File: src/verilog/csb_consts.vh
// constants for the compare, skip and branch unit
`ifndef CSB_CONSTS_VH
`define CSB_CONSTS_VH
`define CSB_OP_NONE      4'h0
`define CSB_OP_SKIP_EQ   4'h1
`define CSB_OP_CMP_IMM   4'h2
`define CSB_OP_SKIP_RBC  4'h3
`define CSB_OP_SKIP_RBS  4'h4
`define CSB_OP_SKIP_IBC  4'h5
`define CSB_OP_SKIP_IBS  4'h6
`define CSB_OP_BR_SET    4'h7
`define CSB_OP_BR_CLR    4'h8
`define CSB_PC_STEP      12'h001
`define CSB_SKIP_ONE     12'h002
`define CSB_SKIP_TWO     12'h003
`define CSB_CYC_SEQ      2'h1
`define CSB_CYC_BR       2'h2
`define CSB_CYC_SKIP_ONE 2'h2
`define CSB_CYC_SKIP_TWO 2'h3
`define CSB_PC_RST       12'h000
`define CSB_FLAGS_RST    8'h00
`define CSB_CYC_RST      2'h0
`define CSB_FLAG_C      0
`define CSB_FLAG_Z      1
`define CSB_FLAG_N      2
`define CSB_FLAG_V      3
`define CSB_FLAG_S      4
`define CSB_FLAG_H      5
`define CSB_PC_W        12
`endif

File: src/verilog/csb_unit.v
// compare, conditional skip and relative branch execution unit
`timescale 1ns/100ps
`include "csb_consts.vh"
module csb_unit (
    input  wire        clk,          // core clock
    input  wire        rst_b,        // async reset, active low
    input  wire        clk_en,       // freezes all state when low
    input  wire        ins_valid,    // one-cycle instruction strobe
    input  wire [3:0]  ins_op,       // operation select
    input  wire [7:0]  reg_d,        // first working register value
    input  wire [7:0]  reg_r,        // second register or immediate
    input  wire [7:0]  io_val,       // addressed I/O register value
    input  wire [2:0]  bit_sel,      // bit b or flag s
    input  wire [6:0]  offset_k,     // signed branch offset
    input  wire        next_two_word,// following instruction is two words
    input  wire [11:0] pc_in,        // address of this instruction
    output reg  [11:0] pc_q,         // next program counter
    output reg  [7:0]  status_flags_q,// status flags
    output reg  [1:0]  cycles_q,     // cycles taken by last instruction
    output reg         done_q,       // one-cycle completion pulse
    output wire        busy          // extra cycles in progress
);
    // instruction accept and wait-state sequencing
    localparam ST_IDLE = 2'h0;
    localparam ST_WAIT = 2'h1;

    // registered state and next values
    reg  [1:0]  state_q;
    reg  [1:0]  state_d;
    reg  [1:0]  wait_q;
    reg  [1:0]  wait_d;
    reg  [11:0] pc_d;
    reg  [7:0]  status_flags_d;
    reg  [1:0]  cycles_d;
    reg         done_d;

    // operation decode
    wire        op_skip_eq;
    wire        op_cmp_imm;
    wire        op_skip_rbc;
    wire        op_skip_rbs;
    wire        op_skip_ibc;
    wire        op_skip_ibs;
    wire        op_br_set;
    wire        op_br_clr;
    wire        op_known;
    wire        op_is_skip;
    wire        op_is_branch;
    wire        accept;

    // condition evaluation
    wire        reg_bit;
    wire        io_bit;
    wire        flag_bit;
    wire        ops_equal;
    reg         take;

    // target and cycle selection
    wire [11:0] k_ext;
    wire [11:0] skip_step;
    wire [11:0] pc_seq;
    wire [11:0] pc_skip;
    wire [11:0] pc_br;
    wire [1:0]  skip_cyc;
    reg  [11:0] target;
    reg  [1:0]  cyc;
    wire [7:0]  cmp_flags;

    csb_flag_calc u_flags (
        .op_a      (reg_d),
        .op_b      (reg_r),
        .flags_in  (status_flags_q),
        .flags_out (cmp_flags)
    );

    assign op_skip_eq   = (ins_op == `CSB_OP_SKIP_EQ);
    assign op_cmp_imm   = (ins_op == `CSB_OP_CMP_IMM);
    assign op_skip_rbc  = (ins_op == `CSB_OP_SKIP_RBC);
    assign op_skip_rbs  = (ins_op == `CSB_OP_SKIP_RBS);
    assign op_skip_ibc  = (ins_op == `CSB_OP_SKIP_IBC);
    assign op_skip_ibs  = (ins_op == `CSB_OP_SKIP_IBS);
    assign op_br_set    = (ins_op == `CSB_OP_BR_SET);
    assign op_br_clr    = (ins_op == `CSB_OP_BR_CLR);
    assign op_is_skip   = op_skip_eq | op_skip_rbc | op_skip_rbs | op_skip_ibc | op_skip_ibs;
    assign op_is_branch = op_br_set | op_br_clr;
    // unknown codes are dropped silently rather than trapped
    assign op_known     = op_is_skip | op_is_branch | op_cmp_imm;
    // requests during wait states are ignored; the core must not issue them
    assign accept       = ins_valid & op_known & (state_q == ST_IDLE);

    assign reg_bit   = reg_d[bit_sel];
    assign io_bit    = io_val[bit_sel];
    assign flag_bit  = status_flags_q[bit_sel];
    assign ops_equal = (reg_d == reg_r);

    assign k_ext     = {{5{offset_k[6]}}, offset_k};
    // skip moves past a one- or two-word follower
    assign skip_step = next_two_word ? `CSB_SKIP_TWO : `CSB_SKIP_ONE;
    assign skip_cyc  = next_two_word ? `CSB_CYC_SKIP_TWO : `CSB_CYC_SKIP_ONE;
    assign pc_seq    = pc_in + `CSB_PC_STEP;
    assign pc_skip   = pc_in + skip_step;
    assign pc_br     = pc_in + k_ext + `CSB_PC_STEP;
    assign busy      = (state_q == ST_WAIT);

    always @* begin
        take = 1'b0;
        if (op_skip_eq) begin
            take = ops_equal;
        end
        if (op_skip_rbc) begin
            take = ~reg_bit;
        end
        if (op_skip_rbs) begin
            take = reg_bit;
        end
        if (op_skip_ibc) begin
            take = ~io_bit;
        end
        if (op_skip_ibs) begin
            take = io_bit;
        end
        if (op_br_set) begin
            take = flag_bit;
        end
        if (op_br_clr) begin
            take = ~flag_bit;
        end
    end

    always @* begin
        target = pc_seq;
        cyc    = `CSB_CYC_SEQ;
        if (take && op_is_branch) begin
            target = pc_br;
            cyc    = `CSB_CYC_BR;
        end else if (take && op_is_skip) begin
            target = pc_skip;
            cyc    = skip_cyc;
        end
    end

    always @* begin
        state_d        = state_q;
        wait_d         = wait_q;
        pc_d           = pc_q;
        status_flags_d = status_flags_q;
        cycles_d       = cycles_q;
        done_d         = 1'b0;
        case (state_q)
            ST_IDLE: begin
                if (accept) begin
                    pc_d     = target;
                    cycles_d = cyc;
                    // flags only, difference is discarded
                    if (op_cmp_imm) begin
                        status_flags_d = cmp_flags;
                    end
                    if (cyc == `CSB_CYC_SEQ) begin
                        done_d = 1'b1;
                    end else begin
                        wait_d  = cyc - 2'h1;
                        state_d = ST_WAIT;
                    end
                end
            end
            ST_WAIT: begin
                // extra cycles model the flushed fetch after a taken skip or a taken branch
                wait_d = wait_q - 2'h1;
                if (wait_q == 2'h1) begin
                    done_d  = 1'b1;
                    state_d = ST_IDLE;
                end
            end
            default: begin
                state_d = ST_IDLE;
            end
        endcase
    end

    always @(posedge clk or negedge rst_b) begin
        if (!rst_b) begin
            state_q <= ST_IDLE;
        end else if (clk_en) begin
            state_q <= state_d;
        end
    end

    always @(posedge clk or negedge rst_b) begin
        if (!rst_b) begin
            wait_q <= 2'h0;
        end else if (clk_en) begin
            wait_q <= wait_d;
        end
    end

    always @(posedge clk or negedge rst_b) begin
        if (!rst_b) begin
            pc_q <= `CSB_PC_RST;
        end else if (clk_en) begin
            pc_q <= pc_d;
        end
    end

    always @(posedge clk or negedge rst_b) begin
        if (!rst_b) begin
            status_flags_q <= `CSB_FLAGS_RST;
        end else if (clk_en) begin
            status_flags_q <= status_flags_d;
        end
    end

    always @(posedge clk or negedge rst_b) begin
        if (!rst_b) begin
            cycles_q <= `CSB_CYC_RST;
        end else if (clk_en) begin
            cycles_q <= cycles_d;
        end
    end

    // done pulse is held, not repeated, while the clock enable is low
    always @(posedge clk or negedge rst_b) begin
        if (!rst_b) begin
            done_q <= 1'b0;
        end else if (clk_en) begin
            done_q <= done_d;
        end
    end
endmodule // csb_unit

File: src/verilog/csb_flag_calc.v
// flag computation for a subtract-compare
`timescale 1ns/100ps
module csb_flag_calc (
    input  wire [7:0] op_a,      // minuend
    input  wire [7:0] op_b,      // subtrahend
    input  wire [7:0] flags_in,  // current flags
    output wire [7:0] flags_out  // flags after compare
);
    wire [7:0] diff;
    wire       c;
    wire       h;
    wire       v;
    wire       n;
    wire       z;
    assign diff = op_a - op_b;
    assign c = (~op_a[7] & op_b[7]) | (op_b[7] & diff[7]) | (diff[7] & ~op_a[7]);
    assign h = (~op_a[3] & op_b[3]) | (op_b[3] & diff[3]) | (diff[3] & ~op_a[3]);
    assign v = (op_a[7] & ~op_b[7] & ~diff[7]) | (~op_a[7] & op_b[7] & diff[7]);
    assign n = diff[7];
    assign z = (diff == 8'h00);
    assign flags_out = {flags_in[7:6], h, n ^ v, v, n, z, c};
endmodule // csb_flag_calc

File: config.mk
export PLATFORM = sky130hd
export DESIGN_NAME = csb_unit
export DESIGN_NICKNAME = d
export VERILOG_FILES = /design/src/verilog/csb_unit.v /design/src/verilog/csb_flag_calc.v
export VERILOG_INCLUDE_DIRS = /design/src /design/src/verilog
export SDC_FILE = /design/constraint.sdc
export NUM_CORES = 1
export LEC_CHECK = 0
export ABC_AREA = 1
export BUFFER_PORTS_ARGS = -buffer_cell sky130_fd_sc_hd__buf_2
export CAP_MARGIN = 10
export CORE_MARGIN = 3
export CORE_UTILIZATION = 48
export DETAILED_ROUTE_END_ITERATION = 10
export GPL_ROUTABILITY_DRIVEN = 0
export PLACE_DENSITY = 0.78
export SLEW_MARGIN = 10
export SYNTH_ARGS = -nofsm -noshare
export SYNTH_HDL_FRONTEND = slang
export SYNTH_SLANG_ARGS = --single-unit
File: constraint.sdc
create_clock -name clk -period 1.8 [get_ports clk]
set_clock_uncertainty 0.2 [all_clocks]
set_input_delay 0.27 -clock clk [delete_from_list [all_inputs] [get_ports clk]]
set_output_delay 0.27 -clock clk [all_outputs]
set_load 0.005 [all_outputs]
==> impl_metrics.py <==
metrics = {
    "run_status": {
        "status": "finished, violations left",
        "violations": "negative setup slack",
    },
    "yosys": {
        "yosysUniqueCellTypes": 40,
        "synth_ff_type": "dfrtp_1",
        "synthMostInstantiatedCell": "nand2_1",
        "synthCells": 400,
        "synth_edf_count": 0,
        "ys_ff_latch": 24,
        "synth_area_um2": 2770,
        "seq_area_frac_synth_pct": 21.7,
        "netlist_top_cells_area": "dfrtp_1, nand2_1, ha_1",
        "yosys-top-cells-count": "nand2_1, inv_1, nand3_1",
        "synth_top_area_share_pct": 21.7,
        "async_flop_share_pct": 100,
        "avgSynthCellArea_um2": 6.93,
        "synth_top_area_cell": "dfrtp_1",
        "synth_warnings": 0,
    },
    "grt": {
        "grt-ovfl-total": 0,
        "grt_pass1_wl_um": 15600,
        "grt_usage_pct": 29.8,
        "grt_max_degree": 25,
        "antenna_found_initial": 0,
        "grt_pass1_vias": 3453,
    },
    "route": {
        "vias": 3587,
        "first_iter_violations": 366,
        "drc": 0,
        "drt_first_pass_iters": 7,
        "viasPerCell": 5.58,
        "antenna_left": 0,
        "wl_per_cell_um": 17.1,
        "routed_wl_um": 11000,
    },
    "finish": {
        "nets": 659,
        "stdcell_count": 643,
        "fill_cells": 321,
        "drive_gt1_share_pct": 47.5,
        "postLayoutCoreUtil_pct": 79.9,
        "diodes": 0,
        "multi_input_area_um2": 2160,
        "regArea_um2": 601,
        "syn_to_final_growth_pct": 59.8,
        "design_area_um2": 4430,
    },
    "timing": {
        "max_freq_mhz": 348,
        "maxSlewViolCount": 0,
        "hold_viol_final": 0,
        "setup_viol": 23,
        "period_share_pct": 159,
        "rsz0062_at_grt": "true",
        "tightest_slew_ns": 0.572,
        "layout_min_cycle_time_ns": 2.87,
        "maxSlewHeadroom_pct": 61.9,
        "fin_ws_ns": -1.07,
    },
    "worst_setup_path": {
        "critPathMaxStageDelay_ns": 0.33,
        "crit_chain": "buf_6 > inv_4 > nand2_1 > nand3_1 > nand3_2 > nand2_1 > a21oi_2 > nand4_2 > nand2_2 > ha_4 > inv_2 > fa_2 > inv_2 > nand4_1 > nor2_2 > nand3_1 > xnor2_1 > a21oi_1 > a2bb2oi_2",
        "worstSetupEndpointType": "flop",
        "cp_top_family": "simple AND/OR/NAND/NOR gates",
        "crit_type": "in2reg",
        "arrival_ns": 2.86,
        "worstPathMaxFanout": 9,
        "cp_num_buf_inv": 4,
        "cp-start-kind": "input pin",
        "required_ns": 1.79,
        "slowest_stage": "fa_2",
    },
    "place": {
        "hpwl_um": 6740,
        "pre_cts_slack_ns": -1.17,
        "dp.cells": 625,
        "portBuffers": 76,
        "placed_area_um2": 3940,
    },
    "clock_network": {
        "cts_htree_levels": 1,
        "cts_made_buffers": 3,
        "clock-sinks": 24,
        "clk_latency_ns": 0.26,
        "root_buffer": "clkbuf_8",
        "cts_tree": "built",
        "clk_path_buf_depth": 2,
        "path_clk_slew_ns": 0.08,
    },
    "min_path": {
        "hold_class": "in2reg",
    },
    "power": {
        "p_leak_uw": 0.00233,
        "max-vdd-ir-drop_mv": 0.335,
        "pwr_density_cell_nw_per_um2": 639,
    },
    "run": {
        "maxCapViolCount": 0,
    },
    "floorplan": {
        "pin_count": 79,
        "die_w_um": 82.0,
        "fp.dieH_um": 82.0,
        "die_area_um2": 6720,
        "core-area_um2": 5540,
        "start_util_pct": 50.0,
        "num_rows": 27,
    },
}
==> cell usage in the layout, fill, tap and decap left out, types with 7 or more instances in the layout <==
cell type / count
o21ai_1: 13
xnor2_1: 7
dfrtp_1: 24
a21oi_1: 13
inv_1: 44
nand3_2: 10
ha_1: 14
buf_2: 65
nand4_1: 9
nand2_1: 95
nand3_1: 23
buf_4: 90
nor2_1: 20
xor2_1: 13
buf_6: 17
inv_2: 16
nand2_2: 10
ha_4: 11
==> repair_timing <==
item / CTS / global route
buffers inserted: 14 / 4
hold endpoints to repair: 24 / 0
gates resized for setup: 64 / 25
hold buffers: 1 / 0
setup endpoints to repair: 21 / 24
pin swaps: 56 / 25
==> final timing paths <==
kind | start | endpoint | slack, ns | cells after the start
max | bit_sel[0] | pc_q[8] | -1.07 | 19
min | clk_en | state_q[0] | 0.08 | 2
max reg2reg | status_flags_q[3] | state_q[0] | -0.52 | 14
min reg2reg | pc_q[2] | pc_q[2] | 0.30 | 2
max in group asynchronous | rst_b | pc_q[3] | 0.68 | 2
min in group asynchronous | rst_b | wait_q[0] | 0.34 | 2
==> stage by stage <==
| stage | power [uW] | hold WS, ns | setup TNS [ns] |
|---|---|---|---|
| 6_report | 2830 | 0.0798 | -15.56 |
| 5_1_grt | 3010 | 0.0749 | -16.83 |
| 4_1_cts | 2680 | 0.0556 | -10.96 |
| 3_5_place_dp | 2240 | 0.0814 | -19.29 |
| 3_3_place_gp | 2190 | 0.0851 | -17.90 |
| 2_1_floorplan | 1550 | -0.226 | -9.01 |
==> registers in the layout, summed over array words and instances (netlist names) <==
register        flops
status_flags_q      6
wait_q              2
done_q              1
pc_q               12
state_q             1
cycles_q            2
==> cell type report <==
| class | count | share of cell area (%) |
|---|---|---|
| clock buffer | 3 | 0.932 |
| inverter | 67 | 6.24 |
| multi-input combinational | 301 | 48.8 |
| sequential | 24 | 13.6 |
| tap | 72 | 2.03 |
| timing repair buffer | 176 | 28.4 |
==> power by group <==
part / internal [uW] / leakage, uW / total, uW / switching (uW)
clock network: 150 / 0.0000216 / 319 / 169
registers: 740 / 0.000301 / 898 / 158
logic: 790 / 0.00201 / 1610 / 823
total: 1680 / 0.00233 / 2830 / 1150
==> cells by family (layout without fill, tap and decap cells) <==
family | count (synthesis) | in the layout | synth area share, %
DFF | 24 | 24 | 21.7
adders and majority gates | 31 | 31 | 15.6
AOI/OAI and AO/OA | 61 | 61 | 13.9
buffers and inverters | 76 | 246 | 11.9
xor gates and xnor gates | 21 | 21 | 6.64
other | 1 | 2 | 0.135
and+or+nand+nor | 186 | 186 | 30.1
==> worst reg2reg max path: cells and delay by family (launching register included) <==
family	cells	cell delay, ns
AO/OA/AOI/OAI	5	0.77
adder cells (fa/ha/maj)	1	0.16
buffers and inverters	3	0.24
flip-flops	1	0.44
AND/OR/NAND/NOR	5	0.41
==> per-layer routing <==
layer | vias to the layer above | wire, um | global-route usage (%)
met3 | 62 | 717 | 4.39
li1 | 1645 | - | -
met2 | 224 | 5460 | 56.7
met5 | - | 0 | 0
met4 | 0 | 663 | 12.8
met1 | 1656 | 4160 | 32.2
Power figures use the tool's default switching activity.
